`src/sdu_pkg.sv`:
```
`default_nettype none

package sdu_pkg;
    // Register offsets on the three select inputs
    localparam logic [2:0] OFF_DIV_LO = 3'h0;
    localparam logic [2:0] OFF_IRQ_EN = 3'h1;
    localparam logic [2:0] OFF_DIV_HI = 3'h1;
    localparam logic [2:0] OFF_LINE_CTRL = 3'h3;
    localparam logic [2:0] OFF_MODEM_CTRL = 3'h4;
    localparam logic [2:0] OFF_MODEM_STAT = 3'h6;
    localparam logic [2:0] OFF_SCRATCH = 3'h7;
    // Interrupt enable bit positions
    localparam int IEN_RX_DATA = 0;
    localparam int IEN_TX_EMPTY = 1;
    localparam int IEN_RX_ERROR = 2;
    localparam int IEN_MODEM = 3;
    // Line control: divisor latch access bit
    localparam int LCR_DIV_ACCESS = 7;
    // Modem control bit positions
    localparam int MCR_TERM_READY = 0;
    localparam int MCR_LOOPBACK = 4;
    localparam int MCR_AUTOFLOW = 5;
    // Modem status bit positions
    localparam int MSR_CTS_CHANGED = 0;
    localparam int MSR_DSR_CHANGED = 1;
    localparam int MSR_CARRIER_CHANGED = 3;
    localparam int MSR_CTS = 4;
    localparam int MSR_DSR = 5;
    localparam int MSR_CARRIER = 7;
    // Reset values
    localparam logic [3:0] IER_RESET = 4'h0;
    localparam logic [7:0] LCR_RESET = 8'h00;
    localparam logic [5:0] MCR_RESET = 6'h00;
    localparam logic [15:0] DIV_RESET = 16'h0000;
    localparam logic [7:0] SCR_RESET = 8'h00;
endpackage : sdu_pkg

`default_nettype wire

```
`src/sdu_baud_gen.sv`:
```
`timescale 1ns/1ps
`default_nettype none

module sdu_baud_gen
(
    input wire logic i_ref_clk,
    input wire logic i_srst,
    input wire logic i_ce,
    input wire logic [15:0] i_divisor,
    output logic o_clk_16x
);

    typedef struct packed {
        logic [15:0] cnt;
        logic clk_out;
    } sdu_baud_st_t;

    sdu_baud_st_t r;
    sdu_baud_st_t next_r;

    // Count ref cycles; output high for first half of each divisor period
    always_comb
    begin
        next_r = r;
        if (i_divisor == 16'h0000)
        begin
            next_r.cnt = 16'h0000;
            next_r.clk_out = 1'b0;
        end
        else
        begin
            if (r.cnt >= i_divisor - 16'h0001)
                next_r.cnt = 16'h0000;
            else
                next_r.cnt = r.cnt + 16'h0001;
            // Half-period worked out on 17 bits so the largest divisor does not wrap to zero
            next_r.clk_out = ({1'b0, next_r.cnt} < (({1'b0, i_divisor} + 17'h00001) >> 1));
        end
    end

    always_ff @(posedge i_ref_clk)
    begin
        if (i_srst)
            r <= '0;
        else if (i_ce)
            r <= next_r;
    end

    assign o_clk_16x = r.clk_out;

    chk_baud_count_bound: assert property (@(posedge i_ref_clk) disable iff (i_srst)
        (i_divisor != 16'h0000) |-> (r.cnt < i_divisor) || $changed(i_divisor))
        else $error("baud counter exceeds divisor");

endmodule : sdu_baud_gen

`default_nettype wire

```
`src/sdu_host_modem.sv`:
```
// How it works
// - Host drives three select inputs on every access; they choose the register.
// - While address strobe is low, selects feed the decode straight through.
// - Rising address strobe captures selects; captured values used while it stays high.
// - Selected only when both high selects high and low select low.
// - Transmit 16x clock output is reference clock divided by divisor latch.
// - Status bit 4 shows clear-to-send; bit 0 flags its change since read.
// - Clear-to-send change interrupts only if modem irq enabled and autoflow off.
// - In autoflow mode clear-to-send gates the transmitter.
// - Status bit 5 shows data-set-ready; bit 1 flags change; may interrupt.
// - Status bit 7 shows carrier; bit 3 flags change; may interrupt.
// - Terminal-ready active per control bit; inactive on reset, loopback or clear.
// - Driver-disable output high whenever the host is not reading.
// - Interrupt output for enabled rx error, rx data/timeout, tx empty, modem.
// - Interrupt output drops once sources are serviced or on master reset.
// - Master reset clears most registers and sets terminal-ready, interrupt and tx-allowed outputs to reset levels.
// - Eight-bit bus driven only during selected reads, released otherwise.
// - Read when selected and either read strobe active; unused one held inactive.
`timescale 1ns/1ps
`default_nettype none

module sdu_host_modem
(
    input wire logic i_ref_clk,
    input wire logic i_srst,
    input wire logic i_ce,
    input wire logic i_reg_select_bit0,
    input wire logic i_reg_select_bit1,
    input wire logic i_reg_select_bit2,
    input wire logic i_address_latch_strobe_n,
    input wire logic i_select_high_first,
    input wire logic i_select_high_second,
    input wire logic i_select_low_n,
    input wire logic i_read_strobe_n,
    input wire logic i_read_strobe_p,
    input wire logic i_write_strobe_n,
    input wire logic [7:0] i_data,
    output logic [7:0] o_data,
    output logic o_data_oe_n,
    output logic o_bus_driver_disable,
    input wire logic i_clear_to_send_n,
    input wire logic i_data_set_ready_n,
    input wire logic i_carrier_detect_n,
    input wire logic i_master_reset,
    input wire logic i_rx_error,
    input wire logic i_rx_data_ready,
    input wire logic i_rx_timeout,
    input wire logic i_fifo_mode,
    input wire logic i_tx_holding_empty,
    output logic o_terminal_ready_n,
    output logic o_irq_out,
    output logic o_tx_allowed,
    output logic o_tx_16x_clock_out
);

    // Pin sample, packed so both synchroniser stages share one layout
    typedef struct packed {
        logic [2:0] rsel;
        logic cs_hi1;
        logic cs_hi2;
        logic cs_lo_n;
        logic ads_n;
        logic rd_n;
        logic rd_p;
        logic wr_n;
        logic [7:0] data;
        logic cts_n;
        logic dsr_n;
        logic dcd_n;
        logic mr;
    } sdu_pins_t;

    typedef struct packed {
        sdu_pins_t s1;
        sdu_pins_t s2;
        logic [2:0] lat_rsel;
        logic lat_sel;
        logic rd_d;
        logic wr_d;
        logic [3:0] ier;
        logic [7:0] lcr;
        logic [5:0] mcr;
        logic [15:0] div;
        logic [7:0] scr;
        logic cts_prev;
        logic dsr_prev;
        logic dcd_prev;
        logic d_cts;
        logic d_dsr;
        logic d_dcd;
        logic [7:0] dout;
        logic oe_n;
        logic bus_driver_disable;
        logic dtr_n;
        logic irq;
        logic tx_ok;
    } sdu_st_t;

    // Idle pin levels: read/write strobes and modem lines inactive, address strobe low
    localparam sdu_pins_t PINS_IDLE = '{rsel: 3'h0, cs_hi1: 1'b0, cs_hi2: 1'b0, cs_lo_n: 1'b1,
        ads_n: 1'b0, rd_n: 1'b1, rd_p: 1'b0, wr_n: 1'b1, data: 8'h00,
        cts_n: 1'b1, dsr_n: 1'b1, dcd_n: 1'b1, mr: 1'b0};

    sdu_st_t r;
    sdu_st_t next_r;
    sdu_pins_t pins_now;
    logic [2:0] eff_rsel;
    logic eff_sel;
    logic rd_act;
    logic wr_act;
    logic rd_start;
    logic wr_start;
    logic dlab;
    logic [7:0] msr_val;
    logic modem_irq;
    logic cts_lvl;
    logic dsr_lvl;
    logic dcd_lvl;

    // Register-select match, aware of the divisor access bit
    function automatic logic hits(input logic [2:0] addr, input logic [2:0] off,
                                  input logic div_acc, input logic want_div);
        hits = (addr == off) && (div_acc == want_div);
    endfunction : hits

    assign pins_now = '{rsel: {i_reg_select_bit2, i_reg_select_bit1, i_reg_select_bit0},
        cs_hi1: i_select_high_first, cs_hi2: i_select_high_second, cs_lo_n: i_select_low_n,
        ads_n: i_address_latch_strobe_n, rd_n: i_read_strobe_n, rd_p: i_read_strobe_p,
        wr_n: i_write_strobe_n, data: i_data, cts_n: i_clear_to_send_n,
        dsr_n: i_data_set_ready_n, dcd_n: i_carrier_detect_n, mr: i_master_reset};

    // Select decode: transparent while strobe low, held values while high
    always_comb
    begin
        if (!r.s2.ads_n)
        begin
            eff_rsel = r.s2.rsel;
            eff_sel = r.s2.cs_hi1 && r.s2.cs_hi2 && !r.s2.cs_lo_n;
        end
        else
        begin
            eff_rsel = r.lat_rsel;
            eff_sel = r.lat_sel;
        end
    end

    // Access qualifiers and modem status image
    assign rd_act = eff_sel && (!r.s2.rd_n || r.s2.rd_p);
    assign wr_act = eff_sel && !r.s2.wr_n;
    assign rd_start = rd_act && !r.rd_d;
    assign wr_start = wr_act && !r.wr_d;
    assign dlab = r.lcr[sdu_pkg::LCR_DIV_ACCESS];
    assign cts_lvl = !r.s2.cts_n;
    assign dsr_lvl = !r.s2.dsr_n;
    assign dcd_lvl = !r.s2.dcd_n;
    assign modem_irq = (r.d_cts && !r.mcr[sdu_pkg::MCR_AUTOFLOW]) || r.d_dsr || r.d_dcd;

    always_comb
    begin
        msr_val = 8'h00;
        msr_val[sdu_pkg::MSR_CTS] = cts_lvl;
        msr_val[sdu_pkg::MSR_CTS_CHANGED] = r.d_cts;
        msr_val[sdu_pkg::MSR_DSR] = dsr_lvl;
        msr_val[sdu_pkg::MSR_DSR_CHANGED] = r.d_dsr;
        msr_val[sdu_pkg::MSR_CARRIER] = dcd_lvl;
        msr_val[sdu_pkg::MSR_CARRIER_CHANGED] = r.d_dcd;
    end

    // Next-state logic for the whole block
    always_comb
    begin
        next_r = r;
        next_r.s1 = pins_now;
        next_r.s2 = r.s1;
        next_r.lat_rsel = eff_rsel;
        next_r.lat_sel = eff_sel;
        next_r.rd_d = rd_act;
        next_r.wr_d = wr_act;
        next_r.cts_prev = cts_lvl;
        next_r.dsr_prev = dsr_lvl;
        next_r.dcd_prev = dcd_lvl;
        // Change bits: a fresh change wins over a clearing read
        next_r.d_cts = r.d_cts;
        next_r.d_dsr = r.d_dsr;
        next_r.d_dcd = r.d_dcd;
        if (rd_start && hits(eff_rsel, sdu_pkg::OFF_MODEM_STAT, dlab, dlab))
        begin
            next_r.d_cts = 1'b0;
            next_r.d_dsr = 1'b0;
            next_r.d_dcd = 1'b0;
        end
        next_r.d_cts = next_r.d_cts || (cts_lvl != r.cts_prev);
        next_r.d_dsr = next_r.d_dsr || (dsr_lvl != r.dsr_prev);
        next_r.d_dcd = next_r.d_dcd || (dcd_lvl != r.dcd_prev);
        // Read data captured at the start of a read
        if (rd_start)
        begin
            if (hits(eff_rsel, sdu_pkg::OFF_DIV_LO, dlab, 1'b1))
                next_r.dout = r.div[7:0];
            else if (hits(eff_rsel, sdu_pkg::OFF_DIV_HI, dlab, 1'b1))
                next_r.dout = r.div[15:8];
            else if (hits(eff_rsel, sdu_pkg::OFF_IRQ_EN, dlab, 1'b0))
                next_r.dout = {4'h0, r.ier};
            else if (eff_rsel == sdu_pkg::OFF_LINE_CTRL)
                next_r.dout = r.lcr;
            else if (eff_rsel == sdu_pkg::OFF_MODEM_CTRL)
                next_r.dout = {2'h0, r.mcr};
            else if (eff_rsel == sdu_pkg::OFF_MODEM_STAT)
                next_r.dout = msr_val;
            else if (eff_rsel == sdu_pkg::OFF_SCRATCH)
                next_r.dout = r.scr;
            else
                next_r.dout = 8'h00;
        end
        next_r.oe_n = !rd_act;
        next_r.bus_driver_disable = !rd_act;
        // Register writes from the host bus
        if (wr_start)
        begin
            if (hits(eff_rsel, sdu_pkg::OFF_DIV_LO, dlab, 1'b1))
                next_r.div[7:0] = r.s2.data;
            else if (hits(eff_rsel, sdu_pkg::OFF_DIV_HI, dlab, 1'b1))
                next_r.div[15:8] = r.s2.data;
            else if (hits(eff_rsel, sdu_pkg::OFF_IRQ_EN, dlab, 1'b0))
                next_r.ier = r.s2.data[3:0];
            else if (eff_rsel == sdu_pkg::OFF_LINE_CTRL)
                next_r.lcr = r.s2.data;
            else if (eff_rsel == sdu_pkg::OFF_MODEM_CTRL)
                next_r.mcr = r.s2.data[5:0];
            else if (eff_rsel == sdu_pkg::OFF_SCRATCH)
                next_r.scr = r.s2.data;
        end
        // Outputs follow the control registers
        next_r.dtr_n = !(r.mcr[sdu_pkg::MCR_TERM_READY] && !r.mcr[sdu_pkg::MCR_LOOPBACK]);
        next_r.tx_ok = !r.mcr[sdu_pkg::MCR_AUTOFLOW] || cts_lvl;
        next_r.irq = (r.ier[sdu_pkg::IEN_RX_ERROR] && i_rx_error)
            || (r.ier[sdu_pkg::IEN_RX_DATA] && (i_rx_data_ready || (i_fifo_mode && i_rx_timeout)))
            || (r.ier[sdu_pkg::IEN_TX_EMPTY] && i_tx_holding_empty)
            || (r.ier[sdu_pkg::IEN_MODEM] && modem_irq);
        // Master reset clears control registers except the divisor and resets the dtr_n, irq and tx_ok levels
        if (r.s2.mr)
        begin
            next_r.ier = sdu_pkg::IER_RESET;
            next_r.lcr = sdu_pkg::LCR_RESET;
            next_r.mcr = sdu_pkg::MCR_RESET;
            next_r.scr = sdu_pkg::SCR_RESET;
            next_r.d_cts = 1'b0;
            next_r.d_dsr = 1'b0;
            next_r.d_dcd = 1'b0;
            next_r.dtr_n = 1'b1;
            next_r.irq = 1'b0;
            next_r.tx_ok = 1'b1;
        end
    end

    // State register with sync reset and clock enable
    always_ff @(posedge i_ref_clk)
    begin
        if (i_srst)
        begin
            r <= '0;
            r.s1 <= PINS_IDLE;
            r.s2 <= PINS_IDLE;
            r.cts_prev <= 1'b0;
            r.dsr_prev <= 1'b0;
            r.dcd_prev <= 1'b0;
            r.div <= sdu_pkg::DIV_RESET;
            r.oe_n <= 1'b1;
            r.bus_driver_disable <= 1'b1;
            r.dtr_n <= 1'b1;
            r.tx_ok <= 1'b1;
        end
        else if (i_ce)
            r <= next_r;
    end

    // Baud divider for the 16x transmit clock
    sdu_baud_gen u_baud
    (
        .i_ref_clk(i_ref_clk),
        .i_srst(i_srst),
        .i_ce(i_ce),
        .i_divisor(r.div),
        .o_clk_16x(o_tx_16x_clock_out)
    );

    assign o_data = r.dout;
    assign o_data_oe_n = r.oe_n;
    assign o_bus_driver_disable = r.bus_driver_disable;
    assign o_terminal_ready_n = r.dtr_n;
    assign o_irq_out = r.irq;
    assign o_tx_allowed = r.tx_ok;

    // Checks on the host and modem behaviour
    chk_bus_drive_bus_driver_disable: assert property (@(posedge i_ref_clk) disable iff (i_srst)
        !o_data_oe_n |-> !o_bus_driver_disable)
        else $error("bus driven while driver disable high");

    chk_unselected_idle: assert property (@(posedge i_ref_clk) disable iff (i_srst)
        (i_ce && !eff_sel) |=> o_data_oe_n)
        else $error("bus driven while not selected");

    chk_read_drives_bus: assert property (@(posedge i_ref_clk) disable iff (i_srst)
        (i_ce && rd_act) |=> !o_data_oe_n)
        else $error("selected read did not drive bus");

    chk_loop_dtr_off: assert property (@(posedge i_ref_clk) disable iff (i_srst)
        (i_ce && r.mcr[sdu_pkg::MCR_LOOPBACK]) |=> o_terminal_ready_n)
        else $error("terminal ready active in loopback");

    chk_msr_cts_level: assert property (@(posedge i_ref_clk) disable iff (i_srst)
        (i_ce && rd_start && eff_rsel == sdu_pkg::OFF_MODEM_STAT)
        |=> o_data[sdu_pkg::MSR_CTS] == !$past(r.s2.cts_n))
        else $error("status bit 4 does not follow clear to send");

    chk_delta_clears: assert property (@(posedge i_ref_clk) disable iff (i_srst)
        (i_ce && !r.s2.mr && rd_start && eff_rsel == sdu_pkg::OFF_MODEM_STAT
         && cts_lvl == r.cts_prev && dsr_lvl == r.dsr_prev && dcd_lvl == r.dcd_prev)
        |=> !r.d_cts && !r.d_dsr && !r.d_dcd)
        else $error("change bits survived status read");

    chk_irq_masked_off: assert property (@(posedge i_ref_clk) disable iff (i_srst)
        (i_ce && r.ier == 4'h0) |=> !o_irq_out)
        else $error("interrupt with all sources disabled");

    chk_autoflow_cts_irq: assert property (@(posedge i_ref_clk) disable iff (i_srst)
        (i_ce && r.ier == 4'h8 && r.mcr[sdu_pkg::MCR_AUTOFLOW] && !r.d_dsr && !r.d_dcd)
        |=> !o_irq_out)
        else $error("clear to send change interrupted in autoflow");

    chk_master_reset_out: assert property (@(posedge i_ref_clk) disable iff (i_srst)
        (i_ce && r.s2.mr) |=> (!o_irq_out && o_terminal_ready_n))
        else $error("master reset left outputs active");

    chk_tx_gate_cts: assert property (@(posedge i_ref_clk) disable iff (i_srst)
        (i_ce && r.mcr[sdu_pkg::MCR_AUTOFLOW] && r.s2.cts_n && !r.s2.mr) |=> !o_tx_allowed)
        else $error("transmitter not gated by clear to send");

endmodule : sdu_host_modem

`default_nettype wire

```
`config.mk`:
```
export PLATFORM = sky130hd
export DESIGN_NAME = sdu_host_modem
export DESIGN_NICKNAME = d
export VERILOG_FILES = /design/src/sdu_pkg.sv /design/src/sdu_baud_gen.sv /design/src/sdu_host_modem.sv
export SDC_FILE = /design/constraint.sdc
export NUM_CORES = 1
export LEC_CHECK = 0
export CORE_ASPECT_RATIO = 1.4
export CORE_MARGIN = 2
export CORE_UTILIZATION = 60
export CTS_BUF_LIST = sky130_fd_sc_hd__clkbuf_4
export CTS_CLUSTER_DIAMETER = 50
export DETAILED_ROUTE_END_ITERATION = 8
export DONT_BUFFER_PORTS = 1
export PLACE_DENSITY = 0.76
export SYNTH_ARGS = -nofsm -noshare
export SYNTH_HDL_FRONTEND = slang
export SYNTH_SLANG_ARGS = --single-unit
```
`constraint.sdc`:
```
create_clock -name i_ref_clk -period 12.1 [get_ports i_ref_clk]
set_input_delay 2.42 -clock i_ref_clk [delete_from_list [all_inputs] [get_ports i_ref_clk]]
set_output_delay 2.42 -clock i_ref_clk [all_outputs]
set_load 0.02 [all_outputs]
```
==> results.toml <==
[status]
status = "finished clean"

[drt]
routedWlPerCell_um = 18.6
drt_pass1_iterations = 5
via_per_inst = 6.22
drc = 0
drt-total-wl_um = 17000
drt_iter0_markers = 440
antenna_left = 0
vias = 5689

[timing]
worst_slew_pin_slew_ps = 1280
maxSlewViolCount = 0
holdWs_ps = 471
rsz0062_at_grt = "false"
slew_headroom = 0.146
setup_viol = 0
clock.fmax_mhz = 232
post-route-period-util = 0.356
timing.final.hold_violations = 0
layout_min_cycle_time_ps = 4300
tns_ps = 0
finClkSkew_ps = 14.5

[critical_path]
crit_type = "reg2reg"
cp_data_arrival_time_ps = 4740
required_ps = 12530
endpoint_kind = "flip-flop"
path_max_fanout = 28
crit_path_start_kind = "flip-flop"

[cts]
root_buffer = "clkbuf_4"
hold_buffers = 0
cts_setup_buffers = 0
cts_resized = 0
cts_tree = "built"
clk_latency_ps = 540
htreeDepth = 4
clock-sinks = 127
clock_path_buffers = 2
cts.clk_slew.worst_paths_ps = 110
cts_made_buffers = 17

[job]
cap_violations = 0

[floorplan]
dieArea_mm2 = 0.0124
rows = 46
start_util = 0.614
ios = 44
core_area_mm2 = 0.0113
die_height_um = 131
fp.dieW_um = 94.8

[logic_synthesis]
synth_area_leaders = "dfxtp_1 37%, mux2i_1 8.4%, nor2_1 6.8%"
synth_common_cells = "127 x dfxtp_1, 126 x nor2_1, 58 x mux2i_1"
synthesis.instances = 796
avgSynthCellArea_um2 = 8.70
syn-cell-area_mm2 = 0.00693
synth_cell_types = 65
ys_ff_latch = 127
synth.most_common_cell = "dfxtp_1"
synth_ff_type = "dfxtp_1"
synth_async_sr_flop_share = 0
synth_area_leader_cell = "dfxtp_1"
synth-seq-area-share = 0.367
synth_edf_count = 0
synth-warning-count = 0
syn_nets = 860
yosysTopAreaCellShare = 0.367

[grt]
grt_usage = 0.284
grt_start_max_net_pins = 117
grt_pass1_wl_um = 27600
grt_overflow_total = 0
antenna_found_initial = 0
grt_pass1_vias = 5680

[placement]
dp_hpwl_um = 12200
numPlacedInstances = 882
place.gp.congestion = 0.931
io_buffers = 0

[cells_and_area]
drive_above_1_share = 0.0779
area_growth_pct = 3.29
num_antenna_cells = 0
fillers = 993
nets = 821
fin_cells = 914

[power_and_ir_drop]
powerDensity_mw_per_mm2 = 112
vdd_drop_max_v = 0.000118
p_leak_nw = 2.87

[hold_path]
min_path_type = "reg2reg"
## worst paths after layout
kind | startpoint | end | slack [ps] | depth (start not counted)
worst max-delay path | r[27] | u_baud.o_clk_16x | 7800 | 17
worst min-delay path | next_r[83] | r[83] | 470 | 1
worst max register to register | r[27] | u_baud.o_clk_16x | 7800 | 17
worst min register to register | next_r[83] | r[83] | 470 | 1
## where the power goes
| group | total, mW | internal, mW | switching, mW |
|---|---|---|---|
| sequential | 0.437 | 0.428 | 0.00950 |
| combinational | 0.0310 | 0.0171 | 0.0139 |
| clock | 0.332 | 0.167 | 0.165 |
## worst max-delay path, cell delays in order, from the launching register on
cell and delay [ps]:
dfxtp_1 410, inv_1 140, ha_1 260, nor4b_1 270, nand2_1 220, nor4_1 300, xnor2_1 110, ha_1 290
nand4_1 200, o221a_2 350, o31ai_2 60, buf_4 310, nor2_1 90, ha_1 300, and3_1 200, nand4_1 150
a2111oi_0 410, a21oi_1 120
## cell families after synthesis
| group | Yosys count | synth area share |
|---|---|---|
| compound gates | 142 | 0.146 |
| xor+xnor | 44 | 0.0556 |
| flops | 127 | 0.367 |
| simple gates | 310 | 0.221 |
| fa+ha+maj | 34 | 0.0614 |
| buf+inv | 72 | 0.0498 |
| mux | 67 | 0.100 |
## state kept, by name, indices dropped and copies added (netlist names)
name and cells:
r 72, next_r 22, u_baud.r 16, o_data 8, msr_val 3, dlab 1
o_bus_driver_disable 1, o_irq_out 1, o_terminal_ready_n 1, o_tx_allowed 1, u_baud.o_clk_16x 1
## layout make-up
cell class	instances	area (µm²)	area share
clock inverter	14	190	0.0266
multi-input combinational	597	4040	0.565
tap	144	180	0.0252
sequential	127	2540	0.355
timing repair buffer	4	30.0	0.00420
inverter	10	37.5	0.00524
clock buffer	18	135	0.0189
## stage by stage
stage	area, µm²	total power, mW	utilization	setup slack, ps
after global placement	6830	0.476	0.606	7850
final	7160	0.800	0.634	7800
after floorplan	6930	0.479	-	7890
after detailed placement	6830	0.478	0.606	7790
after CTS	7160	0.804	0.634	7840
after global routing	7160	0.825	0.634	7460
## metal layers
metal	vias to the layer above	part of all wire	track usage
met5	-	0	0
met4	0	0.077	0.198
met3	82	0.046	0.0642
met2	192	0.51	0.489
met1	2661	0.37	0.296
li1	2754	-	-
## cells in the final DEF, fill, tap and decap left out, types with 12 or more instances in the layout
| cell type | instances |
|---|---|
| xor2_1 | 21 |
| ha_1 | 34 |
| a21oi_1 | 18 |
| a211o_1 | 12 |
| nor2_1 | 126 |
| nand2_1 | 39 |
| xnor2_1 | 23 |
| dfxtp_1 | 127 |
| o21ai_0 | 37 |
| mux2i_1 | 58 |
| nor2b_1 | 16 |
| nand2b_1 | 31 |
| nand3_1 | 43 |
| clkbuf_4 | 18 |
| a211oi_1 | 15 |
Power figures use the tool's default switching activity.
